==> config.mk <==
export PLATFORM = sky130hd
export DESIGN_NAME = scrs_top
export DESIGN_NICKNAME = d
export VERILOG_FILES = /design/src/rtl/scrs_pkg.sv /design/src/rtl/scrs_commutator.sv /design/src/rtl/scrs_top.sv
export VERILOG_INCLUDE_DIRS = /design/src /design/src/rtl
export SDC_FILE = /design/constraint.sdc
export NUM_CORES = 1
export LEC_CHECK = 0
export ABC_AREA = 1
export BUFFER_PORTS_ARGS = -buffer_cell sky130_fd_sc_hd__buf_4
export CAP_MARGIN = 10
export CORE_MARGIN = 4
export CORE_UTILIZATION = 62
export DETAILED_ROUTE_END_ITERATION = 16
export HOLD_SLACK_MARGIN = 0.08
export PLACE_DENSITY = 0.86
export SYNTH_ARGS = -nofsm -noshare
export SYNTH_HDL_FRONTEND = slang
export SYNTH_HIERARCHICAL = 1
export SYNTH_SLANG_ARGS = --single-unit
==> constraint.sdc <==
create_clock -name pclk -period 4.35 [get_ports pclk]
set_clock_uncertainty 0.1 [all_clocks]
set_input_delay 0.2175 -clock pclk [delete_from_list [all_inputs] [get_ports pclk]]
set_output_delay 0.2175 -clock pclk [all_outputs]
set_load 0.05 [all_outputs]
==> src/rtl/scrs_cfg.svh <==
// Constants for the spindle commutator and retract sequencer
`ifndef SCRS_CFG_SVH
`define SCRS_CFG_SVH
// ----------------------------------------------------------------
// Timing
// ----------------------------------------------------------------
`define SCRS_CLK_NS 40
`define SCRS_MS_NS 1000000
// ----------------------------------------------------------------
// Register byte offsets
// ----------------------------------------------------------------
`define SCRS_OFF_CTRL 8'h00
`define SCRS_OFF_LVL1 8'h04
`define SCRS_OFF_LVL2 8'h08
`define SCRS_OFF_BDLY 8'h0c
`define SCRS_OFF_AMP 8'h10
`define SCRS_OFF_STAT 8'h14
`define SCRS_OFF_ISTAT 8'h18
`define SCRS_OFF_IEN 8'h1c
`define SCRS_OFF_ICLR 8'h20
// ----------------------------------------------------------------
// Control bit positions
// ----------------------------------------------------------------
`define SCRS_B_ENABLE 0
`define SCRS_B_RESET 1
`define SCRS_B_RETRACT 2
`define SCRS_B_STEP 3
`define SCRS_B_PWRDIS 4
// ----------------------------------------------------------------
// Interrupt bit positions
// ----------------------------------------------------------------
`define SCRS_I_RSTART 0
`define SCRS_I_FLOAT 1
`define SCRS_I_BRAKE 2
`define SCRS_I_SAT 3
`define SCRS_I_FAULT 4
// ----------------------------------------------------------------
// Widths and reset values
// ----------------------------------------------------------------
`define SCRS_NIRQ 5
`define SCRS_RST_CTRL 5'h00
`define SCRS_RST_DUR 8'h00
`define SCRS_RST_AMP 3'h0
`define SCRS_RST_IRQ 5'h00
`define SCRS_NSYNC 4
`endif

==> src/rtl/scrs_pkg.sv <==
// Types shared by the spindle commutator and retract sequencer
package scrs_pkg;
  // Spindle mode, Gray along preset-start-run-coast-brake
  typedef enum logic [2:0] {
    scrs_preset = 3'h0,
    scrs_start = 3'h1,
    scrs_run = 3'h3,
    scrs_coast = 3'h2,
    scrs_brake = 3'h6
  } scrs_mode_t;
  // Commutator state, Gray along reset-A..F-A
  typedef enum logic [2:0] {
    scrs_com_rst = 3'h0,
    scrs_com_a = 3'h1,
    scrs_com_b = 3'h3,
    scrs_com_c = 3'h2,
    scrs_com_d = 3'h6,
    scrs_com_e = 3'h7,
    scrs_com_f = 3'h5
  } scrs_com_t;
  // Actuator operation, Gray along linear-level1-level2-float
  typedef enum logic [1:0] {
    scrs_act_linear = 2'h0,
    scrs_act_lvl1 = 2'h1,
    scrs_act_lvl2 = 2'h3,
    scrs_act_float = 2'h2
  } scrs_act_t;
endpackage

==> src/rtl/scrs_commutator.sv <==
// Seven-state spindle commutator (reset, then A to F ring) with phase error polarity
`timescale 1ns/1ns
module scrs_commutator (
  input wire logic pclk,
  input wire logic presetn,
  input wire logic step,
  input wire logic clear,
  output scrs_pkg::scrs_com_t state,
  output logic [2:0] hi_en,
  output logic [2:0] lo_en,
  output logic sink_on_pos
);
  // ----------------------------------------------------------------
  // Decode helpers
  // ----------------------------------------------------------------
  // Winding drive {hi[2:0], lo[2:0]}, bit0 is winding one
  function automatic logic [5:0] drive_of(scrs_pkg::scrs_com_t s);
    unique case (s)
      scrs_pkg::scrs_com_rst: drive_of = {3'h5, 3'h2};
      scrs_pkg::scrs_com_a: drive_of = {3'h1, 3'h4};
      scrs_pkg::scrs_com_b: drive_of = {3'h2, 3'h4};
      scrs_pkg::scrs_com_c: drive_of = {3'h2, 3'h1};
      scrs_pkg::scrs_com_d: drive_of = {3'h4, 3'h1};
      scrs_pkg::scrs_com_e: drive_of = {3'h4, 3'h2};
      scrs_pkg::scrs_com_f: drive_of = {3'h1, 3'h2};
      default: drive_of = 6'h00;
    endcase
  endfunction
  // Next state in the A to F ring
  function automatic scrs_pkg::scrs_com_t succ(scrs_pkg::scrs_com_t s);
    unique case (s)
      scrs_pkg::scrs_com_a: succ = scrs_pkg::scrs_com_b;
      scrs_pkg::scrs_com_b: succ = scrs_pkg::scrs_com_c;
      scrs_pkg::scrs_com_c: succ = scrs_pkg::scrs_com_d;
      scrs_pkg::scrs_com_d: succ = scrs_pkg::scrs_com_e;
      scrs_pkg::scrs_com_e: succ = scrs_pkg::scrs_com_f;
      default: succ = scrs_pkg::scrs_com_a;
    endcase
  endfunction
  // ----------------------------------------------------------------
  // State register
  // ----------------------------------------------------------------
  scrs_pkg::scrs_com_t state_reg; // Present state
  scrs_pkg::scrs_com_t state_next; // Next state
  always_comb begin
    if (clear) begin
      state_next = scrs_pkg::scrs_com_rst;
    end else if (step) begin
      state_next = succ(state_reg);
    end else begin
      state_next = state_reg;
    end
  end
  always_ff @(posedge pclk or negedge presetn) begin
    if (!presetn) begin
      state_reg <= scrs_pkg::scrs_com_rst;
    end else begin
      state_reg <= state_next;
    end
  end
  // Drive and polarity registered with the state
  always_ff @(posedge pclk or negedge presetn) begin
    if (!presetn) begin
      hi_en <= 3'h5;
      lo_en <= 3'h2;
      sink_on_pos <= 1'b0;
    end else begin
      {hi_en, lo_en} <= drive_of(state_next);
      // Sink states B, D and F
      sink_on_pos <= (state_next == scrs_pkg::scrs_com_b) ||
                     (state_next == scrs_pkg::scrs_com_d) ||
                     (state_next == scrs_pkg::scrs_com_f);
    end
  end
  assign state = state_reg;
endmodule

==> src/rtl/scrs_top.sv <==
// Actuator retract sequencer and spindle commutator control, APB slave
//
// Overview of operation
// - Fault or host request starts actuator retract
// - Otherwise actuator runs linear
// - Level one for its time, then level two
// - After level two, actuator outputs float
// - Durations and level-two amplitude come from registers
// - Brake spindle after programmed brake delay
// - Run mode: oscillator pulse steps commutator
// - Start mode: each host step pulse steps once
// - Windings driven per commutator state table
// - Undriven winding compared with driven mean
// - Pump polarity per state when undriven positive
// - Flag amplifier saturation during linear operation
// - Pump only in run; else loop node idles
// - Mode decoded from reset, enable, power-disable
//
// The APB interface to the registers and the register offsets were chosen for this implementation.
`timescale 1ns/1ns
`include "scrs_cfg.svh"
module scrs_top #(
  parameter int MS_CYCLES = `SCRS_MS_NS / `SCRS_CLK_NS
) (
  input wire logic pclk,
  input wire logic presetn,
  input wire logic psel,
  input wire logic penable,
  input wire logic pwrite,
  input wire logic [7:0] paddr,
  input wire logic [31:0] pwdata,
  output logic [31:0] prdata,
  output logic pready,
  output logic pslverr,
  input wire logic voltage_fault,
  input wire logic vco_pulse,
  input wire logic undriven_positive,
  input wire logic amp_saturated,
  output logic [2:0] winding_hi_en,
  output logic [2:0] winding_lo_en,
  output logic pump_source,
  output logic pump_sink,
  output logic loop_filter_idle,
  output logic act_linear,
  output logic act_level_one,
  output logic act_level_two,
  output logic act_float,
  output logic [2:0] level_two_amp,
  output logic spindle_brake,
  output logic sat_flag,
  output logic irq
);
  // ----------------------------------------------------------------
  // Input synchronisers
  // ----------------------------------------------------------------
  logic [`SCRS_NSYNC-1:0] sync1_reg; // First stage, read only below
  logic [`SCRS_NSYNC-1:0] sync2_reg; // Second stage
  logic vco_last_reg; // Previous oscillator level
  logic fault_s, vco_s, upos_s, sat_s;
  always_ff @(posedge pclk or negedge presetn) begin
    if (!presetn) begin
      sync1_reg <= '0;
      sync2_reg <= '0;
      vco_last_reg <= 1'b0;
    end else begin
      sync1_reg <= {amp_saturated, undriven_positive, vco_pulse,
                    voltage_fault};
      sync2_reg <= sync1_reg;
      vco_last_reg <= sync2_reg[1];
    end
  end
  assign fault_s = sync2_reg[0];
  assign vco_s = sync2_reg[1];
  assign upos_s = sync2_reg[2];
  assign sat_s = sync2_reg[3];
  // ----------------------------------------------------------------
  // APB register file
  // ----------------------------------------------------------------
  logic [4:0] ctrl_reg; // Enable, reset, retract, step, power-disable
  logic [7:0] level_one_duration; // Level one time in ms
  logic [7:0] level_two_duration; // Level two time in ms
  logic [7:0] brake_delay_interval; // Brake delay in ms
  logic [2:0] amp_reg; // Level two amplitude code
  logic [`SCRS_NIRQ-1:0] istat_reg; // Sticky event bits
  logic [`SCRS_NIRQ-1:0] ien_reg; // Event enables
  logic [`SCRS_NIRQ-1:0] iev; // Events this cycle
  logic wr_en, rd_en;
  logic mapped;
  assign pready = 1'b1;
  assign wr_en = psel && penable && pwrite;
  assign rd_en = psel && !penable;
  // Address hit test
  function automatic logic hit(logic [7:0] a);
    hit = (a == `SCRS_OFF_CTRL) || (a == `SCRS_OFF_LVL1) ||
          (a == `SCRS_OFF_LVL2) || (a == `SCRS_OFF_BDLY) ||
          (a == `SCRS_OFF_AMP) || (a == `SCRS_OFF_STAT) ||
          (a == `SCRS_OFF_ISTAT) || (a == `SCRS_OFF_IEN) ||
          (a == `SCRS_OFF_ICLR);
  endfunction
  assign mapped = hit(paddr);
  // Writable registers take effect at the access edge
  always_ff @(posedge pclk or negedge presetn) begin
    if (!presetn) begin
      ctrl_reg <= `SCRS_RST_CTRL;
      level_one_duration <= `SCRS_RST_DUR;
      level_two_duration <= `SCRS_RST_DUR;
      brake_delay_interval <= `SCRS_RST_DUR;
      amp_reg <= `SCRS_RST_AMP;
      ien_reg <= `SCRS_RST_IRQ;
    end else if (wr_en) begin
      unique case (paddr)
        `SCRS_OFF_CTRL: ctrl_reg <= pwdata[4:0];
        `SCRS_OFF_LVL1: level_one_duration <= pwdata[7:0];
        `SCRS_OFF_LVL2: level_two_duration <= pwdata[7:0];
        `SCRS_OFF_BDLY: brake_delay_interval <= pwdata[7:0];
        `SCRS_OFF_AMP: amp_reg <= pwdata[2:0];
        `SCRS_OFF_IEN: ien_reg <= pwdata[`SCRS_NIRQ-1:0];
        default: ;
      endcase
    end
  end
  // Sticky status; a new event wins over a clear
  always_ff @(posedge pclk or negedge presetn) begin
    if (!presetn) begin
      istat_reg <= `SCRS_RST_IRQ;
    end else if (wr_en && paddr == `SCRS_OFF_ICLR) begin
      istat_reg <= (istat_reg & ~pwdata[`SCRS_NIRQ-1:0]) | iev;
    end else begin
      istat_reg <= istat_reg | iev;
    end
  end
  assign irq = |(istat_reg & ien_reg);
  // ----------------------------------------------------------------
  // Mode decode and commutator
  // ----------------------------------------------------------------
  scrs_pkg::scrs_mode_t mode; // Decoded spindle mode
  logic host_retract_request, manual_step_bit, power_disable_bit;
  logic step_last_reg; // Previous step bit
  logic com_step, com_clear, sink_on_pos;
  scrs_pkg::scrs_com_t com_state;
  assign host_retract_request = ctrl_reg[`SCRS_B_RETRACT];
  assign manual_step_bit = ctrl_reg[`SCRS_B_STEP];
  assign power_disable_bit = ctrl_reg[`SCRS_B_PWRDIS];
  always_comb begin
    unique case ({ctrl_reg[`SCRS_B_RESET], ctrl_reg[`SCRS_B_ENABLE]})
      2'b11: mode = scrs_pkg::scrs_preset;
      2'b01: mode = scrs_pkg::scrs_start;
      2'b10: mode = scrs_pkg::scrs_brake;
      default: mode = power_disable_bit ? scrs_pkg::scrs_run :
                      scrs_pkg::scrs_coast;
    endcase
  end
  // Rising edge of the step bit is one host pulse
  always_ff @(posedge pclk or negedge presetn) begin
    if (!presetn) begin
      step_last_reg <= 1'b0;
    end else begin
      step_last_reg <= manual_step_bit;
    end
  end
  assign com_clear = (mode == scrs_pkg::scrs_preset) ||
                     (mode == scrs_pkg::scrs_brake);
  assign com_step = (mode == scrs_pkg::scrs_start) ?
                    (manual_step_bit && !step_last_reg) :
                    (vco_s && !vco_last_reg);
  scrs_commutator u_com (
    .pclk(pclk),
    .presetn(presetn),
    .step(com_step),
    .clear(com_clear),
    .state(com_state),
    .hi_en(winding_hi_en),
    .lo_en(winding_lo_en),
    .sink_on_pos(sink_on_pos)
  );
  // ----------------------------------------------------------------
  // Phase error charge pump
  // ----------------------------------------------------------------
  // Comparator says undriven winding is above driven mean
  always_ff @(posedge pclk or negedge presetn) begin
    if (!presetn) begin
      pump_source <= 1'b0;
      pump_sink <= 1'b0;
      loop_filter_idle <= 1'b1;
    end else if (mode == scrs_pkg::scrs_run &&
                 com_state != scrs_pkg::scrs_com_rst) begin
      pump_source <= upos_s ^ sink_on_pos;
      pump_sink <= !(upos_s ^ sink_on_pos);
      loop_filter_idle <= 1'b0;
    end else begin
      pump_source <= 1'b0;
      pump_sink <= 1'b0;
      loop_filter_idle <= 1'b1;
    end
  end
  // ----------------------------------------------------------------
  // Retract sequencer
  // ----------------------------------------------------------------
  scrs_pkg::scrs_act_t act_reg; // Actuator operation
  logic [14:0] pre_reg; // Millisecond prescaler
  logic [7:0] ms_reg; // Elapsed ms in this level
  logic [7:0] bd_reg; // Elapsed ms since retract start
  logic brake_req_reg; // Retract brake delay expired
  logic brake_latch_reg; // Fault brake held until preset
  logic trig, ms_tick, rstart, lvl_done;
  assign trig = fault_s || host_retract_request;
  assign ms_tick = (pre_reg == 15'(MS_CYCLES - 1));
  assign rstart = trig && act_reg == scrs_pkg::scrs_act_linear;
  assign lvl_done =
    (act_reg == scrs_pkg::scrs_act_lvl1 &&
     ms_reg >= level_one_duration) ||
    (act_reg == scrs_pkg::scrs_act_lvl2 &&
     ms_reg >= level_two_duration);
  // Operation state
  always_ff @(posedge pclk or negedge presetn) begin
    if (!presetn) begin
      act_reg <= scrs_pkg::scrs_act_linear;
    end else if (!trig) begin
      act_reg <= scrs_pkg::scrs_act_linear;
    end else begin
      unique case (act_reg)
        scrs_pkg::scrs_act_linear: act_reg <= scrs_pkg::scrs_act_lvl1;
        scrs_pkg::scrs_act_lvl1:
          if (lvl_done) act_reg <= scrs_pkg::scrs_act_lvl2;
        scrs_pkg::scrs_act_lvl2:
          if (lvl_done) act_reg <= scrs_pkg::scrs_act_float;
        scrs_pkg::scrs_act_float: act_reg <= scrs_pkg::scrs_act_float;
      endcase
    end
  end
  // Millisecond timebase, restarted at each level change
  always_ff @(posedge pclk or negedge presetn) begin
    if (!presetn) begin
      pre_reg <= 15'h0000;
      ms_reg <= 8'h00;
    end else if (rstart || lvl_done || !trig) begin
      pre_reg <= 15'h0000;
      ms_reg <= 8'h00;
    end else if (ms_tick) begin
      pre_reg <= 15'h0000;
      ms_reg <= (ms_reg == 8'hff) ? ms_reg : ms_reg + 8'h01;
    end else begin
      pre_reg <= pre_reg + 15'h0001;
    end
  end
  // Brake delay counter runs from retract start
  always_ff @(posedge pclk or negedge presetn) begin
    if (!presetn) begin
      bd_reg <= 8'h00;
      brake_req_reg <= 1'b0;
    end else if (act_reg == scrs_pkg::scrs_act_linear) begin
      bd_reg <= 8'h00;
      brake_req_reg <= 1'b0;
    end else begin
      if (ms_tick && bd_reg != 8'hff) begin
        bd_reg <= bd_reg + 8'h01;
      end
      brake_req_reg <= bd_reg >= brake_delay_interval;
    end
  end
  // Brake from a power fault holds until preset, set wins
  always_ff @(posedge pclk or negedge presetn) begin
    if (!presetn) begin
      brake_latch_reg <= 1'b0;
    end else if (brake_req_reg && fault_s) begin
      brake_latch_reg <= 1'b1;
    end else if (mode == scrs_pkg::scrs_preset) begin
      brake_latch_reg <= 1'b0;
    end
  end
  // Registered actuator and spindle outputs
  always_ff @(posedge pclk or negedge presetn) begin
    if (!presetn) begin
      level_two_amp <= `SCRS_RST_AMP;
      spindle_brake <= 1'b0;
      sat_flag <= 1'b0;
    end else begin
      level_two_amp <= amp_reg;
      spindle_brake <= brake_req_reg || brake_latch_reg ||
                       mode == scrs_pkg::scrs_brake;
      sat_flag <= sat_s && act_reg == scrs_pkg::scrs_act_linear;
    end
  end
  assign act_linear = act_reg == scrs_pkg::scrs_act_linear;
  assign act_level_one = act_reg == scrs_pkg::scrs_act_lvl1;
  assign act_level_two = act_reg == scrs_pkg::scrs_act_lvl2;
  assign act_float = act_reg == scrs_pkg::scrs_act_float;
  // Events for the sticky status
  assign iev[`SCRS_I_RSTART] = rstart;
  assign iev[`SCRS_I_FLOAT] = lvl_done &&
                              act_reg == scrs_pkg::scrs_act_lvl2;
  assign iev[`SCRS_I_BRAKE] = brake_req_reg && !spindle_brake;
  assign iev[`SCRS_I_SAT] = sat_s && act_linear;
  assign iev[`SCRS_I_FAULT] = fault_s && !brake_latch_reg && rstart;
  // ----------------------------------------------------------------
  // Read data and error answer, captured in the setup cycle
  // ----------------------------------------------------------------
  always_ff @(posedge pclk or negedge presetn) begin
    if (!presetn) begin
      prdata <= 32'h00000000;
      pslverr <= 1'b0;
    end else if (rd_en) begin
      pslverr <= !mapped;
      unique case (paddr)
        `SCRS_OFF_CTRL: prdata <= {27'h0, ctrl_reg};
        `SCRS_OFF_LVL1: prdata <= {24'h0, level_one_duration};
        `SCRS_OFF_LVL2: prdata <= {24'h0, level_two_duration};
        `SCRS_OFF_BDLY: prdata <= {24'h0, brake_delay_interval};
        `SCRS_OFF_AMP: prdata <= {29'h0, amp_reg};
        `SCRS_OFF_STAT: prdata <= {22'h0, sat_flag, spindle_brake,
                                   act_reg, com_state, mode};
        `SCRS_OFF_ISTAT: prdata <= {27'h0, istat_reg};
        `SCRS_OFF_IEN: prdata <= {27'h0, ien_reg};
        default: prdata <= 32'h00000000;
      endcase
    end
  end
endmodule

# == Word-level counts from Yosys, hierarchy flattened ==
# Index checks and enable logic that the tools add are counted.
# totals
regBits,138
latchBits,0
mem_bits_rw,0
mem_bits_ro,0
inputBits,49
out_inout_bits,53
wordCells,160
n_memories,0
# op_classes
n_addsub,3
mul,0
div,0
order_cmp,3
eq_ne,34
shifts,0
muxes,26
bitwise_logic,6
reduce_logical,59
# op_table
operator,n
$pmux 10 s8,1
$pmux 6 s7,1
$mux 8,5
$eq 8x5->1 const B,4
$mux 15,2
$ge 8x8->1,3
$eq 3x3->1 const B,6
$logic_and 1x1->1,17
$logic_or 1x1->1,17
$add 8x1->8 const B,2
$eq 8x4->1 const B,2
$reduce_and 2->1,8
$add 15x1->15 const B,1
$eq 15x15->1 const B,1
$eq 3x2->1 const B,5
$pmux 3 s5,1
$and 5x5->5,2
$or 5x5->5,2
$eq 3x1->1 const B,3
$pmux 3 s3,1
$eq 2x2->1 const B,4
$eq 8x3->1 const B,1
$eq 8x6->1 const B,1
$eq 8x8->1 const B,1
18 further kinds,40

# == Depth between registers and ports, before layout ==
# Gate-level depths: netlist (run 1).
# logic_depth
ltp_word,10
depth_mapped,13
mapped_depth_nobuf,12

# == Hierarchy ==
# The synthesis (run 1) kept the hierarchy.
# by_module_without_submodules
mod,instances,cells_each,area_per_inst_um2,seq_area_each_um2
scrs_top,1,747,6049.6,2653.8
scrs_commutator,1,53,464.2,254.0

# == Worst setup path after synthesis (run 1) ==
# Ideal clock, no wire load.
# synth_path
path_kind,register to register
start,reg act_reg[0]
end,reg pre_reg[8]
setup_time_ps,122
t_arrival_ps,1690
t_required_ps,4128
path_slack_ps,2438
path_stages_with_launch,7
n_path_buf,1
period_less_slack_ps,1912
cell_sequence,dfrtp_1 -> inv_1 -> nor2_1 -> nand2_1 -> nand3_1 -> buf_2 -> nor2_1
# synth_via
elab_chain_len,6
word_cells_on_any_way,10
classes_between,eq/ne (2); mux (1); reduce/logical (7)
# synth_lines
element,line_no,text
from (decl),scrs_top.sv:199,scrs_pkg::scrs_act_t act_reg;
from (signal assigned),scrs_top.sv:217,act_reg <= scrs_pkg::scrs_act_linear;
from (signal assigned),scrs_top.sv:219,act_reg <= scrs_pkg::scrs_act_linear;
from (signal assigned),scrs_top.sv:222,scrs_pkg::scrs_act_linear: act_reg <= scrs_pkg::scrs_act_lvl1;
$eq 2x1->1,--,
net act_level_one,scrs_top.sv:45,"output logic act_level_one,"
$logic_and 1x1->1,scrs_top.sv:210,(act_reg == scrs_pkg::scrs_act_lvl1 &&
$logic_or 1x1->1,scrs_top.sv:211,ms_reg >= level_one_duration) ||
$logic_or 1x1->1 (2 in a row),scrs_top.sv:236,end else if (rstart || lvl_done || !trig) begin
$mux 15,scrs_top.sv:236,
to (signal assigned),scrs_top.sv:243,pre_reg <= pre_reg + 15'h0001;
to (decl),scrs_top.sv:200,logic [14:0] pre_reg;
# The timed path passes the listed nets, and every way through them passes these cells.
# A chain may end at the register's enable or synchronous reset.

# == Worst setup path after layout (run 1) ==
# layout_path
start,in paddr[6]
end,reg prdata[3]
# layout_via
elab_chain_len,2
word_cells_on_any_way,9
classes_between,eq/ne (7); mux (1); reduce/logical (1)
# layout_lines
element,line_no,text
from (decl),scrs_top.sv:30,"input wire logic [7:0] paddr,"
"$eq 8x5->1, or another cell as far along",scrs_top.sv:304,unique case (paddr)
$pmux 10 s8 (*),scrs_top.sv:304,
to (signal assigned),scrs_top.sv:305,"`SCRS_OFF_CTRL: prdata <= {27'h0, ctrl_reg};"
to (signal assigned),scrs_top.sv:306,"`SCRS_OFF_LVL1: prdata <= {24'h0, level_one_duration};"
to (signal assigned),scrs_top.sv:307,"`SCRS_OFF_LVL2: prdata <= {24'h0, level_two_duration};"
to (decl),scrs_top.sv:32,"output logic [31:0] prdata,"
# Mark *: on every way between the ends. The rest lies on a longest branch, timed or not.

==> report_table.html, run 1 <==
<table>
<tr><th>Metric</th><th>Value</th></tr>
<tr><th colspan="2">Run status</th></tr>
<tr><td>Outcome</td><td>completed</td></tr>
<tr><th colspan="2">Route</th></tr>
<tr><td>Routed vias/inst</td><td>5.70</td></tr>
<tr><td>Routed via count</td><td>5847</td></tr>
<tr><td>Post-detailed-route DRC marker count</td><td>0</td></tr>
<tr><td>Number of detailed-routing iterations run before antenna repair</td><td>5</td></tr>
<tr><td>Final ANT Viol Nets</td><td>0</td></tr>
<tr><td>Final wirelength</td><td>17000 µm</td></tr>
<tr><td>Wire per inst</td><td>16.6 µm</td></tr>
<tr><td>First-iteration detailed-routing DRC count</td><td>595</td></tr>
<tr><th colspan="2">Die</th></tr>
<tr><td>Die boundary height</td><td>111 µm</td></tr>
<tr><td>Overall die area</td><td>12200 µm²</td></tr>
<tr><td>I/O pin cnt</td><td>102</td></tr>
<tr><td>Area inside the core boundary</td><td>10300 µm²</td></tr>
<tr><td>Die extent in x</td><td>111 µm</td></tr>
<tr><td>Number of rows in the core area</td><td>37</td></tr>
<tr><td>Effective utilization at floorplan</td><td>63.4%</td></tr>
<tr><th colspan="2">Clock tree</th></tr>
<tr><td>Clock Tree Buf Depth</td><td>2</td></tr>
<tr><td>Clk pin slew, worst setup/hold paths</td><td>60 ps</td></tr>
<tr><td>CTS Hold Bufs</td><td>22</td></tr>
<tr><td>Cell chosen for the clock root</td><td>sky130_fd_sc_hd__clkbuf_8</td></tr>
<tr><td>CTS Sinks</td><td>116</td></tr>
<tr><td>CTS resizes</td><td>0</td></tr>
<tr><td>Setup bufs post-CTS</td><td>0</td></tr>
<tr><td>Clock latency on the worst-skew pair</td><td>540 ps</td></tr>
<tr><td>TritonCTS clock tree</td><td>done</td></tr>
<tr><td>TritonCTS Buffers</td><td>17</td></tr>
<tr><td>CTS H-tree lvls</td><td>4</td></tr>
<tr><th colspan="2">Yosys</th></tr>
<tr><td>Async SR Flop Fraction</td><td>100%</td></tr>
<tr><td>Syn Area/Cell</td><td>8.14 µm²</td></tr>
<tr><td>Area share of the largest cell type after synthesis</td><td>43.0%</td></tr>
<tr><td>List of most frequent post-synthesis cells</td><td>sky130_fd_sc_hd__nand2_1 (209), sky130_fd_sc_hd__dfrtp_1 (112), sky130_fd_sc_hd__inv_1 (89)</td></tr>
<tr><td>Post-Synth Adder-Cell Area</td><td>5.19%</td></tr>
<tr><td>Cell taking the most area after synthesis</td><td>sky130_fd_sc_hd__dfrtp_1</td></tr>
<tr><td>Count leader, synth</td><td>sky130_fd_sc_hd__nand2_1</td></tr>
<tr><td>Dominant combinational cell family by area after synthesis</td><td>simple AND/OR/NAND/NOR gates</td></tr>
<tr><td>Number of enable-type register cells in the synthesized netlist</td><td>0</td></tr>
<tr><td>Synthesis Warnings</td><td>6</td></tr>
<tr><td>Cell count after synthesis</td><td>800</td></tr>
<tr><td>Post-Synth Simple-Gate Area</td><td>30.3%</td></tr>
<tr><td>Synthesized-area fraction occupied by ao, oa, aoi and oai cells</td><td>7.97%</td></tr>
<tr><td>Number of synthesized register bits</td><td>116</td></tr>
<tr><td>Xor-xnor portion of the synthesized cell area</td><td>1.48%</td></tr>
<tr><td>Top cells by area, synth</td><td>sky130_fd_sc_hd__dfrtp_1 (43%), sky130_fd_sc_hd__nand2_1 (12%), sky130_fd_sc_hd__nand3_1 (5.6%), sky130_fd_sc_hd__ha_1 (5.2%), sky130_fd_sc_hd__inv_1 (5.1%)</td></tr>
<tr><td>Share of synthesized area occupied by flip-flops and latches</td><td>44.6%</td></tr>
<tr><td>Netlist area before placement</td><td>6510 µm²</td></tr>
<tr><td>Cell variety after synth</td><td>42</td></tr>
<tr><td>Ys flop type</td><td>sky130_fd_sc_hd__dfrtp_1</td></tr>
<tr><td>Share of cell area taken by muxes after synthesis</td><td>0%</td></tr>
<tr><th colspan="2">Critical path</th></tr>
<tr><td>Classification of the worst setup path</td><td>input port to flip-flop</td></tr>
<tr><td>Signal arrival time at the worst endpoint</td><td>3210 ps</td></tr>
<tr><td>Critical-path maximum fanout</td><td>20</td></tr>
<tr><td>Crit end category</td><td>flip-flop</td></tr>
<tr><td>CP Data Required Time</td><td>4730 ps</td></tr>
<tr><td>Kind of start point of the critical path</td><td>input port</td></tr>
<tr><th colspan="2">Pwr</th></tr>
<tr><td>Combinational share of power</td><td>18.8%</td></tr>
<tr><td>Clock network power share</td><td>43.0%</td></tr>
<tr><td>Total Power Consumption</td><td>3.20 mW</td></tr>
<tr><td>Cell-internal power</td><td>2.20 mW</td></tr>
<tr><td>Worst-case vdd ir drop</td><td>0.416 mV</td></tr>
<tr><td>Share of power burned in registers</td><td>38.2%</td></tr>
<tr><td>Cell area power density</td><td>417 nW/µm²</td></tr>
<tr><td>Leakage power total</td><td>3.82 nW</td></tr>
<tr><td>Fraction of power spent switching nets</td><td>31.1%</td></tr>
<tr><td>Switching Power</td><td>0.994 mW</td></tr>
<tr><th colspan="2">GRT</th></tr>
<tr><td>Overall overflow remaining after global route</td><td>0</td></tr>
<tr><td>Number of global-route vias before repair</td><td>5774</td></tr>
<tr><td>Largest net degree at the start of global routing</td><td>81</td></tr>
<tr><td>Global-route usage over all layers</td><td>29.0%</td></tr>
<tr><td>Antenna violations before repair</td><td>0</td></tr>
<tr><td>Wire length of the first global-routing pass</td><td>28400 µm</td></tr>
<tr><th colspan="2">STA</th></tr>
<tr><td>Max Slew Vio Count</td><td>0</td></tr>
<tr><td>Achievable Freq</td><td>0.353 GHz</td></tr>
<tr><td>Slew @ Worst Pin</td><td>1130 ps</td></tr>
<tr><td>Number of failing hold endpoints at the final stage</td><td>0</td></tr>
<tr><td>RSZ-0062 raised after global routing</td><td>no</td></tr>
<tr><td>Sum of negative setup slack</td><td>0 ps</td></tr>
<tr><td>Part of the cycle the worst path needs</td><td>65.1%</td></tr>
<tr><td>Worst-case setup margin in the final layout</td><td>1520 ps</td></tr>
<tr><td>Max-slew headroom</td><td>24.3%</td></tr>
<tr><td>Minimum period implied by the final worst setup slack</td><td>2830 ps</td></tr>
<tr><td>Total setup violations reported at the end of the flow</td><td>0</td></tr>
<tr><th colspan="2">Cells and area</th></tr>
<tr><td>Filler cell count in the final layout</td><td>721</td></tr>
<tr><td>Final design utilization</td><td>74.7%</td></tr>
<tr><td>Number of flip-flops under the largest register name</td><td>15</td></tr>
<tr><td>Layout overhead on the synthesized area</td><td>17.8%</td></tr>
<tr><td>Final Net Count</td><td>953</td></tr>
<tr><td>Diode count</td><td>0</td></tr>
<tr><td>Layout cells sized above 1</td><td>17.1%</td></tr>
<tr><td>Sequential standard cell area</td><td>2910 µm²</td></tr>
<tr><td>Multi-input gate area in the final layout</td><td>3020 µm²</td></tr>
<tr><th colspan="2">Placed design</th></tr>
<tr><td>GP Congestion</td><td>0.931</td></tr>
<tr><td>Port Buffer Count</td><td>54</td></tr>
<tr><td>Placed wire-length estimate</td><td>10800 µm</td></tr>
<tr><td>Worst slack after detailed placement</td><td>1710 ps</td></tr>
<tr><th colspan="2">Min path</th></tr>
<tr><td>Type of the tightest min-delay check</td><td>input port to flip-flop</td></tr>
<tr><th colspan="2">Job</th></tr>
<tr><td>Total of max-cap violations</td><td>0</td></tr>
</table>
[power groups by stage]
stage               clock network, mW  registers, mW  logic [mW]
floorplan                           0           1.32       0.330
global placement                    0           1.23       0.551
detailed placement                  0           1.24       0.570
CTS                              1.38           1.22       0.598
global route                     1.43           1.23       0.653
finish                           1.37           1.22       0.601
[cells in the final DEF, fill, tap and decap left out, types with 2 or more instances in the layout]
cell / synthesis / layout
sky130_fd_sc_hd__a21o_1: 2 / 2
sky130_fd_sc_hd__a21oi_1: 10 / 10
sky130_fd_sc_hd__buf_4: 28 / 55
sky130_fd_sc_hd__bufinv_16: 0 / 2
sky130_fd_sc_hd__clkbuf_1: 4 / 3
sky130_fd_sc_hd__clkbuf_16: 0 / 16
sky130_fd_sc_hd__clkbuf_8: 0 / 5
sky130_fd_sc_hd__clkinv_2: 0 / 3
sky130_fd_sc_hd__clkinvlp_4: 0 / 2
sky130_fd_sc_hd__conb_1: 2 / 23
sky130_fd_sc_hd__dfrtp_1: 112 / 112
sky130_fd_sc_hd__dfstp_2: 4 / 4
sky130_fd_sc_hd__dlygate4sd3_1: 0 / 22
sky130_fd_sc_hd__ha_1: 27 / 27
sky130_fd_sc_hd__inv_1: 89 / 89
sky130_fd_sc_hd__inv_2: 8 / 8
sky130_fd_sc_hd__nand2_1: 209 / 209
sky130_fd_sc_hd__nand2_2: 7 / 7
sky130_fd_sc_hd__nand2_4: 3 / 3
sky130_fd_sc_hd__nand3_1: 73 / 73
sky130_fd_sc_hd__nand3_2: 7 / 7
sky130_fd_sc_hd__nand3_4: 2 / 2
sky130_fd_sc_hd__nand4_1: 15 / 15
sky130_fd_sc_hd__nor2_1: 75 / 74
sky130_fd_sc_hd__nor2_2: 7 / 8
sky130_fd_sc_hd__nor2_4: 7 / 7
sky130_fd_sc_hd__nor2_8: 2 / 2
sky130_fd_sc_hd__nor3_1: 10 / 10
sky130_fd_sc_hd__nor3_2: 2 / 2
sky130_fd_sc_hd__o21ai_0: 45 / 45
sky130_fd_sc_hd__o21ai_2: 16 / 16
sky130_fd_sc_hd__o22ai_1: 2 / 2
sky130_fd_sc_hd__o31ai_1: 3 / 3
sky130_fd_sc_hd__xnor2_1: 4 / 4
sky130_fd_sc_hd__xor2_1: 7 / 7
[worst max-delay path, cell delays in order]
cell and delay, ps:
sky130_fd_sc_hd__dlygate4sd3_1 560, sky130_fd_sc_hd__buf_4 150, sky130_fd_sc_hd__nor2_4 120, sky130_fd_sc_hd__dlygate4sd3_1 620
sky130_fd_sc_hd__nand2_1 120, sky130_fd_sc_hd__nor2_2 660, sky130_fd_sc_hd__nand2_2 260, sky130_fd_sc_hd__nor2_1 150
sky130_fd_sc_hd__nor2_1 80, sky130_fd_sc_hd__nand2_1 110, sky130_fd_sc_hd__nand2_1 80, sky130_fd_sc_hd__nand2_1 90
[cells by family after synthesis]
| family | after synthesis |
|---|---|
| adders and majority gates | 27 |
| and+or+nand+nor | 422 |
| buffers and inverters | 137 |
| DFF | 116 |
| other | 2 |
| AOI/OAI and AO/OA | 85 |
| xor gates and xnor gates | 11 |
[per-layer routing]
layer	track usage [%]	vias up	share of wire [%]
li1	-	2685	-
met1	34.7	2786	38
met2	47.9	303	50
met3	8.00	73	8.2
met4	14.4	0	4.4
met5	0	-	0
[stage by stage]
stage	std cells	hold slack (ps)	instance area, µm²
after global routing	1026	173	7670
after detailed placement	972	228	6870
after CTS	1026	91.2	7670
final	1026	133	7670
after floorplan	821	-178	6590
after global placement	972	227	6870
[path summary, 6_finish.rpt]
kind / startpoint / to / slack, ps / depth (start not counted)
hold / removal: paddr[7] / ctrl_reg[3]$_DFFE_PN0P_ / 130 / 6
hold reg to reg: sync1_reg[1]$_DFF_PN0_ / sync2_reg[1]$_DFF_PN0_ / 250 / 0
min in group asynchronous: presetn / ms_reg[4]$_DFFE_PN0P_ / 280 / 2
max in group asynchronous: presetn / level_two_amp[0]$_DFF_PN0_ / 2810 / 3
setup / recovery: paddr[6] / prdata[3]$_DFFE_PN0P_ / 1520 / 12
setup reg to reg: level_two_duration[1]$_DFFE_PN0P_ / ms_reg[3]$_DFFE_PN0P_ / 1610 / 11
[final cells by class]
cell class / count / area share, %
Clock buffer: 24 / 6.26
Timing Repair Buffer: 77 / 8.25
Clock inverter: 8 / 1.29
Sequential cell: 116 / 37.9
Tap cell: 136 / 2.22
Inverter: 97 / 4.75
Multi-Input combinational cell: 568 / 39.3
Note: power is estimated with default switching activity, not from simulation.
==> run 2: changes to the inputs <==
--- a/config.mk
+++ b/config.mk
@@ -10,10 +10,10 @@
 export BUFFER_PORTS_ARGS = -buffer_cell sky130_fd_sc_hd__buf_4
 export CAP_MARGIN = 10
 export CORE_MARGIN = 4
-export CORE_UTILIZATION = 62
+export CORE_UTILIZATION = 52
 export DETAILED_ROUTE_END_ITERATION = 16
 export HOLD_SLACK_MARGIN = 0.08
-export PLACE_DENSITY = 0.86
+export PLACE_DENSITY = 0.77
 export SYNTH_ARGS = -nofsm -noshare
 export SYNTH_HDL_FRONTEND = slang
 export SYNTH_HIERARCHICAL = 1
==> constraint.sdc (replaced) <==
create_clock -name pclk -period 2.3 [get_ports pclk]
set_clock_uncertainty 0.1 [all_clocks]
set_input_delay 0.115 -clock pclk [delete_from_list [all_inputs] [get_ports pclk]]
set_output_delay 0.115 -clock pclk [all_outputs]
set_load 0.05 [all_outputs]
==> run 2 against run 1 <==
Cell area rose by 2.1%. Critical path depth rose by 1. Critical path type unchanged. Die area rose by 18%. Hold slack got worse by 37 ps. Routed wire length fell by 11%.
==> report_table.html, run 2 (synthesis gave the netlist of run 1 again) <==
<table>
<tr><th>Metric</th><th>Value</th></tr>
<tr><th colspan="2">Critical path</th></tr>
<tr><td>Endpoint of the most critical register-to-register path</td><td>ms_reg[7]$_DFFE_PN0P_</td></tr>
<tr><td>Worst Setup SP</td><td>paddr[6]</td></tr>
<tr><td>CP Data Required Time</td><td>2560 ps (-2170 ps)</td></tr>
<tr><td>Cell repeated most along the worst path</td><td>sky130_fd_sc_hd__nand2_1</td></tr>
<tr><td>Crit end category</td><td>flip-flop</td></tr>
<tr><td>R2r startpoint</td><td>ms_reg[7]$_DFFE_PN0P_</td></tr>
<tr><td>Max incr delay on CP</td><td>580 ps (-80 ps)</td></tr>
<tr><td>R2r setup slk</td><td>420 ps (-1190 ps)</td></tr>
<tr><td>Largest delay contributor family on the critical path</td><td>buffers and inverters</td></tr>
<tr><td>Classification of the worst setup path</td><td>input port to flip-flop</td></tr>
<tr><td>Signal arrival time at the worst endpoint</td><td>2460 ps (-750 ps)</td></tr>
<tr><td>Kind of start point of the critical path</td><td>input port</td></tr>
<tr><td>Register-to-Register Path Depth</td><td>9 (-2)</td></tr>
<tr><td>Critical-path maximum fanout</td><td>10 (-50%)</td></tr>
<tr><td>Worst path cell trace</td><td>dlygate4sd3_1 &gt; buf_4 &gt; nor2_4 &gt; dlygate4sd3_1 &gt; nand2_1 &gt; nor2_2 &gt; buf_6 &gt; nand2_2 &gt; nor2_1 &gt; nor2_1 &gt; nand2_1 &gt; nand2_1 &gt; nand2_1</td></tr>
<tr><td>Crit-path slowest cell</td><td>sky130_fd_sc_hd__dlygate4sd3_1</td></tr>
<tr><td>Number of buffers and inverters on the critical path</td><td>4 (+1)</td></tr>
<tr><th colspan="2">GRT</th></tr>
<tr><td>Wire length of the first global-routing pass</td><td>25900 µm (-8.8%)</td></tr>
<tr><td>Overall overflow remaining after global route</td><td>0 (unchanged)</td></tr>
<tr><td>Number of global-route vias before repair</td><td>5315 (-7.9%)</td></tr>
<tr><td>Global-route usage over all layers</td><td>22.6% (-6.3 points)</td></tr>
<tr><td>Antenna violations before repair</td><td>0 (unchanged)</td></tr>
<tr><td>Largest net degree at the start of global routing</td><td>52 (-36%)</td></tr>
<tr><th colspan="2">Route</th></tr>
<tr><td>Metal3 WL</td><td>1030 µm (-26%)</td></tr>
<tr><td>Routed via count</td><td>5416 (-7.4%)</td></tr>
<tr><td>Wire length on met2</td><td>7000 µm (-17%)</td></tr>
<tr><td>Met1 wire length</td><td>6820 µm (+6.8%)</td></tr>
<tr><td>Wire per inst</td><td>14.1 µm (-15%)</td></tr>
<tr><td>First-iteration detailed-routing DRC count</td><td>416 (-30%)</td></tr>
<tr><td>Uppermost layer routed</td><td>met4</td></tr>
<tr><td>Routed vias/inst</td><td>5.08 (-11%)</td></tr>
<tr><td>Final ANT Viol Nets</td><td>0 (unchanged)</td></tr>
<tr><td>Final wirelength</td><td>15100 µm (-11%)</td></tr>
<tr><td>Number of detailed-routing iterations run before antenna repair</td><td>6 (+1)</td></tr>
<tr><td>Post-detailed-route DRC marker count</td><td>0 (unchanged)</td></tr>
<tr><th colspan="2">STA</th></tr>
<tr><td>Total setup violations reported at the end of the flow</td><td>0 (unchanged)</td></tr>
<tr><td>RSZ-0062 raised after global routing</td><td>no</td></tr>
<tr><td>Post-route worst hold slack</td><td>95.6 ps (-37.1 ps)</td></tr>
<tr><td>Slew @ Worst Pin</td><td>741 ps (-391 ps)</td></tr>
<tr><td>Sum of negative setup slack</td><td>0 ps (unchanged)</td></tr>
<tr><td>Achievable Freq</td><td>0.454 GHz</td></tr>
<tr><td>Max Slew Vio Count</td><td>0 (unchanged)</td></tr>
<tr><td>Part of the cycle the worst path needs</td><td>95.7%</td></tr>
<tr><td>Minimum period implied by the final worst setup slack</td><td>2200 ps</td></tr>
<tr><td>Number of failing hold endpoints at the final stage</td><td>0 (unchanged)</td></tr>
<tr><td>Max-slew headroom</td><td>50.0% (+26 points)</td></tr>
<tr><th colspan="2">Pwr</th></tr>
<tr><td>Leakage power total</td><td>3.88 nW (+1.6%)</td></tr>
<tr><td>Cell-internal power</td><td>4.29 mW (+95%)</td></tr>
<tr><td>Worst-case vdd ir drop</td><td>1.10 mV (+160%)</td></tr>
<tr><td>Share of power burned in registers</td><td>37.5% (-0.7 points)</td></tr>
<tr><td>Clock network power share</td><td>44.0% (+1.0 points)</td></tr>
<tr><td>Cell area power density</td><td>782 nW/µm² (+88%)</td></tr>
<tr><td>Total Power Consumption</td><td>6.13 mW (+92%)</td></tr>
<tr><td>Combinational share of power</td><td>18.5% (-0.3 points)</td></tr>
<tr><td>Fraction of power spent switching nets</td><td>30.1% (-1.0 points)</td></tr>
<tr><td>Switching Power</td><td>1.84 mW (+85%)</td></tr>
<tr><th colspan="2">Placed design</th></tr>
<tr><td>Cell area after placement</td><td>7010 µm² (+2.0%)</td></tr>
<tr><td>Port Buffer Count</td><td>54 (unchanged)</td></tr>
<tr><td>Placed instance count</td><td>1014 (+4.3%)</td></tr>
<tr><td>Placed wire-length estimate</td><td>10700 µm (-1.6%)</td></tr>
<tr><td>GP Congestion</td><td>0.874 (-6.1%)</td></tr>
<tr><th colspan="2">Clock tree</th></tr>
<tr><td>Cell chosen for the clock root</td><td>sky130_fd_sc_hd__clkbuf_16</td></tr>
<tr><td>Setup bufs post-CTS</td><td>0 (unchanged)</td></tr>
<tr><td>CTS H-tree lvls</td><td>4 (unchanged)</td></tr>
<tr><td>Clock Tree Buf Depth</td><td>2 (unchanged)</td></tr>
<tr><td>TritonCTS clock tree</td><td>done</td></tr>
<tr><td>TritonCTS Buffers</td><td>17 (unchanged)</td></tr>
<tr><td>Clk pin slew, worst setup/hold paths</td><td>60 ps (about the same)</td></tr>
<tr><td>Clock latency on the worst-skew pair</td><td>420 ps (-120 ps)</td></tr>
<tr><td>CTS Sinks</td><td>116 (unchanged)</td></tr>
<tr><th colspan="2">Die</th></tr>
<tr><td>Die extent in x</td><td>120 µm (+8.5%)</td></tr>
<tr><td>Area inside the core boundary</td><td>12200 µm² (+18%)</td></tr>
<tr><td>I/O pin cnt</td><td>102 (unchanged)</td></tr>
<tr><td>Overall die area</td><td>14400 µm² (+18%)</td></tr>
<tr><td>Number of rows in the core area</td><td>40 (+8.1%)</td></tr>
<tr><td>Effective utilization at floorplan</td><td>53.6% (-9.8 points)</td></tr>
<tr><td>Die boundary height</td><td>120 µm (+8.5%)</td></tr>
<tr><th colspan="2">Cells and area</th></tr>
<tr><td>Layout overhead on the synthesized area</td><td>20.3%</td></tr>
<tr><td>Final Net Count</td><td>962 (+0.94%)</td></tr>
<tr><td>Diode count</td><td>0 (unchanged)</td></tr>
<tr><td>Total non-filler cell area in the finished layout</td><td>7830 µm² (+2.1%)</td></tr>
<tr><td>Final Non-Filler Cells</td><td>1067 (+4.0%)</td></tr>
<tr><td>Most common cell after layout, fill and taps aside</td><td>sky130_fd_sc_hd__nand2_1</td></tr>
<tr><td>Number of flip-flops under the largest register name</td><td>15 (unchanged)</td></tr>
<tr><td>Commonest cells after routing, fill and taps aside</td><td>sky130_fd_sc_hd__nand2_1 (209), sky130_fd_sc_hd__dfrtp_1 (112), sky130_fd_sc_hd__inv_1 (89), sky130_fd_sc_hd__nor2_1 (74), sky130_fd_sc_hd__nand3_1 (73)</td></tr>
<tr><td>Layout cells sized above 1</td><td>18.4% (+1.3 points)</td></tr>
<tr><th colspan="2">Run status</th></tr>
<tr><td>Outcome</td><td>completed</td></tr>
<tr><th colspan="2">Job</th></tr>
<tr><td>Total of max-cap violations</td><td>0 (unchanged)</td></tr>
<tr><th colspan="2">Min path</th></tr>
<tr><td>Type of the tightest min-delay check</td><td>input port to asynchronous set/reset pin</td></tr>
</table>
run 2: cell count changes in the layout (fill, tap and decap cells not counted):
cell,previous run,this run
sky130_fd_sc_hd__clkinv_4,1,2
sky130_fd_sc_hd__buf_4,55,62
sky130_fd_sc_hd__dlygate4sd3_1,22,20
sky130_fd_sc_hd__clkinv_2,3,2
sky130_fd_sc_hd__clkbuf_8,5,2
sky130_fd_sc_hd__buf_2,0,1
sky130_fd_sc_hd__buf_12,0,2
sky130_fd_sc_hd__buf_6,0,1
sky130_fd_sc_hd__clkbuf_1,3,1
sky130_fd_sc_hd__clkbuf_16,16,17
sky130_fd_sc_hd__bufinv_16,2,3
sky130_fd_sc_hd__clkinvlp_4,2,5
run 2: repair_timing:
action,4_1_cts,5_1_grt
hold buffers,20,0
gates resized for setup,0,2
setup endpoints to repair,0,2
hold endpoints to repair,166,0
run 2: worst reg2reg max path, stage by stage (launching register included):
cell                      delay, ps
sky130_fd_sc_hd__dfrtp_1        430
sky130_fd_sc_hd__ha_1           320
sky130_fd_sc_hd__nand2_1         70
sky130_fd_sc_hd__nor2_1         150
sky130_fd_sc_hd__nand4_1         90
sky130_fd_sc_hd__nand3_1        120
sky130_fd_sc_hd__nand2_1         90
sky130_fd_sc_hd__nand3_1        140
sky130_fd_sc_hd__buf_12         180
sky130_fd_sc_hd__nor2_1          70
run 2: layout make-up:
| cell class | count | area, µm² |
|---|---|---|
| clock buffers | 20 | 457 |
| inverters | 97 | 364 |
| multi-input cells | 568 | 3020 |
| flip-flops and latches | 116 | 2910 |
| fillers | 1039 | 4330 |
| clock inverters | 12 | 155 |
| repair buffers | 86 | 722 |
| well taps | 168 | 210 |
run 2: per-stage QoR:
| stage | setup WS [ps] | utilization [%] |
|---|---|---|
| finish | 98.5 | 64.4 |
| global route | 19.9 | 64.4 |
| CTS | 83.6 | 64.3 |
| detailed placement | 406 | 57.6 |
| global placement | 465 | 57.6 |
| floorplan | 388 | - |
run 2: worst max path at each step:
stage,slack [ps],depth (start not counted),to
global route,20,13,prdata[3]$_DFFE_PN0P_
CTS,80,13,prdata[3]$_DFFE_PN0P_
floorplan,390,6,pre_reg[8]$_DFF_PN0_
detailed placement,410,9,pre_reg[5]$_DFF_PN0_
finish,100,13,prdata[3]$_DFFE_PN0P_
global placement,460,9,pre_reg[8]$_DFF_PN0_
run 2: power by group through the flow:
| stage | combinational (mW) | sequential (mW) | clock (mW) |
|---|---|---|---|
| final | 1.13 | 2.30 | 2.70 |
| after global routing | 1.24 | 2.32 | 2.84 |
| after CTS | 1.14 | 2.30 | 2.73 |
| after detailed placement | 1.10 | 2.33 | 0 |
| after global placement | 1.08 | 2.33 | 0 |
| after floorplan | 0.625 | 2.50 | 0 |
run 2: per-layer routing:
metal	track usage [%]	up-vias
met5	0	-
met2	35.3	158
met4	7.80	0
met1	30.0	2537
li1	-	2704
met3	6.93	17
==> run 3: changes to the inputs <==
--- a/config.mk
+++ b/config.mk
@@ -13,7 +13,7 @@
 export CORE_UTILIZATION = 52
 export DETAILED_ROUTE_END_ITERATION = 16
 export HOLD_SLACK_MARGIN = 0.08
-export PLACE_DENSITY = 0.77
+export PLACE_DENSITY_LB_ADDON = 0.1
 export SYNTH_ARGS = -nofsm -noshare
 export SYNTH_HDL_FRONTEND = slang
 export SYNTH_HIERARCHICAL = 1
==> run 3 against run 2 <==
Highest routed layer unchanged. Critical endpoint is now pslverr$_DFFE_PN0P_. Sequential share of layout area rose by 0.26 points. Hold slack improved by 66 ps. Utilization fell by 0.44 points. Largest cell class unchanged. Routed wire length fell by 1.0%. Cell area fell by 0.69%. Die area did not move. Worst setup slack got worse by 5.6 ps. Final cell count barely moved. Power fell by 3.7%.
==> report_table.html, run 3 (synthesis gave the netlist of run 1 again) <==
<table>
<tr><th>Metric</th><th>Value</th></tr>
<tr><th colspan="2">Cells and area</th></tr>
<tr><td>Most common cell after layout, fill and taps aside</td><td>sky130_fd_sc_hd__nand2_1</td></tr>
<tr><td>Commonest cells after routing, fill and taps aside</td><td>sky130_fd_sc_hd__nand2_1 (209), sky130_fd_sc_hd__dfrtp_1 (112), sky130_fd_sc_hd__inv_1 (89), sky130_fd_sc_hd__nor2_1 (75), sky130_fd_sc_hd__nand3_1 (73)</td></tr>
<tr><td>Layout cells sized above 1</td><td>17.3% (-1.0 points)</td></tr>
<tr><td>Number of flip-flops under the largest register name</td><td>15 (unchanged)</td></tr>
<tr><td>Diode count</td><td>0 (unchanged)</td></tr>
<tr><td>Final Net Count</td><td>963 (+0.10%)</td></tr>
<tr><td>Total non-filler cell area in the finished layout</td><td>7780 µm² (-0.69%)</td></tr>
<tr><td>Layout overhead on the synthesized area</td><td>19.4%</td></tr>
<tr><th colspan="2">Job</th></tr>
<tr><td>Total of max-cap violations</td><td>0 (unchanged)</td></tr>
<tr><th colspan="2">Die</th></tr>
<tr><td>Area inside the core boundary</td><td>12200 µm² (unchanged)</td></tr>
<tr><td>Die extent in x</td><td>120 µm (unchanged)</td></tr>
<tr><td>I/O pin cnt</td><td>102 (unchanged)</td></tr>
<tr><td>Die boundary height</td><td>120 µm (unchanged)</td></tr>
<tr><td>Overall die area</td><td>14400 µm² (unchanged)</td></tr>
<tr><td>Effective utilization at floorplan</td><td>53.6% (unchanged)</td></tr>
<tr><td>Number of rows in the core area</td><td>40 (unchanged)</td></tr>
<tr><th colspan="2">Critical path</th></tr>
<tr><td>Kind of start point of the critical path</td><td>input port</td></tr>
<tr><td>CP Data Required Time</td><td>2480 ps (-80 ps)</td></tr>
<tr><td>Largest delay contributor family on the critical path</td><td>buffers and inverters</td></tr>
<tr><td>Critical-path maximum fanout</td><td>3 (-7)</td></tr>
<tr><td>R2r setup slk</td><td>290 ps (-130 ps)</td></tr>
<tr><td>Signal arrival time at the worst endpoint</td><td>2390 ps (-70 ps)</td></tr>
<tr><td>Classification of the worst setup path</td><td>input port to flip-flop</td></tr>
<tr><td>Number of buffers and inverters on the critical path</td><td>4 (unchanged)</td></tr>
<tr><td>Worst path cell trace</td><td>dlygate4sd3_1 &gt; buf_4 &gt; nor2_4 &gt; nand3_1 &gt; dlygate4sd3_1 &gt; nor3_1 &gt; nor2_1 &gt; dlygate4sd3_1</td></tr>
<tr><td>R2r startpoint</td><td>ms_reg[5]$_DFFE_PN0P_</td></tr>
<tr><td>Max incr delay on CP</td><td>580 ps (about the same)</td></tr>
<tr><td>Cell repeated most along the worst path</td><td>sky130_fd_sc_hd__dlygate4sd3_1</td></tr>
<tr><td>Endpoint of the most critical register-to-register path</td><td>pre_reg[10]$_DFF_PN0_</td></tr>
<tr><td>Crit-path slowest cell</td><td>sky130_fd_sc_hd__dlygate4sd3_1</td></tr>
<tr><td>Worst Setup SP</td><td>paddr[7]</td></tr>
<tr><td>Crit end category</td><td>flip-flop</td></tr>
<tr><td>Register-to-Register Path Depth</td><td>9 (unchanged)</td></tr>
<tr><th colspan="2">Run status</th></tr>
<tr><td>Outcome</td><td>completed</td></tr>
<tr><th colspan="2">Route</th></tr>
<tr><td>Routed vias/inst</td><td>5.10 (+0.48%)</td></tr>
<tr><td>Final wirelength</td><td>14900 µm (-1.0%)</td></tr>
<tr><td>Post-detailed-route DRC marker count</td><td>0 (unchanged)</td></tr>
<tr><td>Wire per inst</td><td>14.0 µm (-1.1%)</td></tr>
<tr><td>Number of detailed-routing iterations run before antenna repair</td><td>4 (-2)</td></tr>
<tr><td>Final ANT Viol Nets</td><td>0 (unchanged)</td></tr>
<tr><td>Routed via count</td><td>5447 (+0.57%)</td></tr>
<tr><td>First-iteration detailed-routing DRC count</td><td>374 (-10%)</td></tr>
<tr><th colspan="2">Placed design</th></tr>
<tr><td>GP Congestion</td><td>0.897 (+2.6%)</td></tr>
<tr><td>Port Buffer Count</td><td>54 (unchanged)</td></tr>
<tr><td>Placed wire-length estimate</td><td>10900 µm (+1.9%)</td></tr>
<tr><td>Cell area after placement</td><td>7010 µm² (unchanged)</td></tr>
<tr><th colspan="2">Min path</th></tr>
<tr><td>Sink of the worst hold path</td><td>prdata[3]$_DFFE_PN0P_</td></tr>
<tr><td>Type of the tightest min-delay check</td><td>input port to flip-flop</td></tr>
<tr><td>Hold wc startpoint</td><td>psel</td></tr>
<tr><td>WHS Path Cells</td><td>6</td></tr>
<tr><th colspan="2">Clock tree</th></tr>
<tr><td>Clock latency on the worst-skew pair</td><td>410 ps (about the same)</td></tr>
<tr><td>Setup bufs post-CTS</td><td>0 (unchanged)</td></tr>
<tr><td>TritonCTS clock tree</td><td>done</td></tr>
<tr><td>Cell chosen for the clock root</td><td>sky130_fd_sc_hd__clkbuf_16</td></tr>
<tr><td>Clock Tree Buf Depth</td><td>2 (unchanged)</td></tr>
<tr><td>Clk pin slew, worst setup/hold paths</td><td>50 ps (about the same)</td></tr>
<tr><td>CTS Sinks</td><td>116 (unchanged)</td></tr>
<tr><td>CTS H-tree lvls</td><td>4 (unchanged)</td></tr>
<tr><td>TritonCTS Buffers</td><td>17 (unchanged)</td></tr>
<tr><th colspan="2">STA</th></tr>
<tr><td>Sum of negative setup slack</td><td>0 ps (unchanged)</td></tr>
<tr><td>Part of the cycle the worst path needs</td><td>96.0% (+0.24 points)</td></tr>
<tr><td>Slew @ Worst Pin</td><td>641 ps (-99.8 ps)</td></tr>
<tr><td>RSZ-0062 raised after global routing</td><td>no</td></tr>
<tr><td>Achievable Freq</td><td>0.453 GHz (-0.25%)</td></tr>
<tr><td>Max-slew headroom</td><td>57.2% (+7.3 points)</td></tr>
<tr><td>Number of failing hold endpoints at the final stage</td><td>0 (unchanged)</td></tr>
<tr><td>Max Slew Vio Count</td><td>0 (unchanged)</td></tr>
<tr><td>Total setup violations reported at the end of the flow</td><td>0 (unchanged)</td></tr>
<tr><td>Minimum period implied by the final worst setup slack</td><td>2210 ps (+5.57 ps)</td></tr>
<tr><th colspan="2">GRT</th></tr>
<tr><td>Global-route usage over all layers</td><td>22.3% (-0.30 points)</td></tr>
<tr><td>Overall overflow remaining after global route</td><td>0 (unchanged)</td></tr>
<tr><td>Wire length of the first global-routing pass</td><td>25900 µm (+0.14%)</td></tr>
<tr><td>Number of global-route vias before repair</td><td>5297 (-0.34%)</td></tr>
<tr><td>Antenna violations before repair</td><td>0 (unchanged)</td></tr>
<tr><td>Largest net degree at the start of global routing</td><td>117 (+130%)</td></tr>
<tr><th colspan="2">Pwr</th></tr>
<tr><td>Cell area power density</td><td>759 nW/µm² (-3.0%)</td></tr>
<tr><td>Worst-case vdd ir drop</td><td>0.699 mV (-37%)</td></tr>
<tr><td>Leakage power total</td><td>3.87 nW (-0.39%)</td></tr>
</table>
## run 3: cell types whose count changed in the layout (fill, tap and decap cells not counted), sizes merged
cell         before  now
dlygate4sd3      20   22
clkinvlp          5    0
bufinv            3    2
clkbuf           20   26
buf              66   65
## run 3: layer usage
metal	up-vias	track usage, %	wire, µm
li1	2709	-	-
met1	2563	30.5	7050
met2	158	35.2	6860
met3	17	5.00	742
met4	0	7.66	258
met5	-	0	0
## run 3: where the power goes
part	internal, mW	switching [mW]	leakage [nW]
Sequential	2.20	0.102	1.52
Combinational	0.336	0.792	2.08
Clock	1.61	0.859	0.270
Total	4.15	1.75	3.87
## run 3: repair_timing
action,4_1_cts,5_1_grt
hold buffers,22,0
endpoints found under the setup margin,0,0
resized for setup,0,0
hold endpoints to repair,153,0
## run 3: worst reg2reg max path, stage by stage, from the launching register on
cell	delay, ps
sky130_fd_sc_hd__dfrtp_1	440
sky130_fd_sc_hd__ha_1	320
sky130_fd_sc_hd__a21oi_1	140
sky130_fd_sc_hd__nor2_1	60
sky130_fd_sc_hd__nor2_1	90
sky130_fd_sc_hd__nand3_1	160
sky130_fd_sc_hd__nand2_1	150
sky130_fd_sc_hd__nand3_1	160
sky130_fd_sc_hd__buf_12	200
sky130_fd_sc_hd__nor2_1	110
## run 3: how the worst max path moves through the flow
stage | to | slack, ps | cells after the start
final | pslverr$_DFFE_PN0P_ | 90 | 8
after floorplan | pre_reg[8]$_DFF_PN0_ | 390 | 6
after global routing | pslverr$_DFFE_PN0P_ | 30 | 8
after global placement | pre_reg[8]$_DFF_PN0_ | 360 | 9
after detailed placement | pre_reg[10]$_DFF_PN0_ | 300 | 9
after CTS | pslverr$_DFFE_PN0P_ | 160 | 8
## run 3: final cells by class
cell class                      count  area [µm²]
Clock buffer                       26         469
Sequential cell                   116        2910
Tap cell                          168         210
Multi-Input combinational cell    568        3020
Inverter                           97         364
Clock inverter                      6        80.1
Timing Repair Buffer               87         733
Fill cell                        1059        4380
## run 3: through the flow
| step | power [mW] | std cells | utilization [%] | hold slack, ps | worst slack [ps] |
|---|---|---|---|---|---|
| final | 5.90 | 1068 | 64.0 | 162 | 92.9 |
| after global routing | 6.19 | 1068 | 64.0 | 193 | 25.6 |
| after global placement | 3.41 | 1014 | 57.6 | 124 | 363 |
| after CTS | 5.95 | 1068 | 64.0 | 139 | 165 |
| after detailed placement | 3.44 | 1014 | 57.6 | 126 | 301 |
| after floorplan | 3.13 | 821 | - | -281 | 388 |
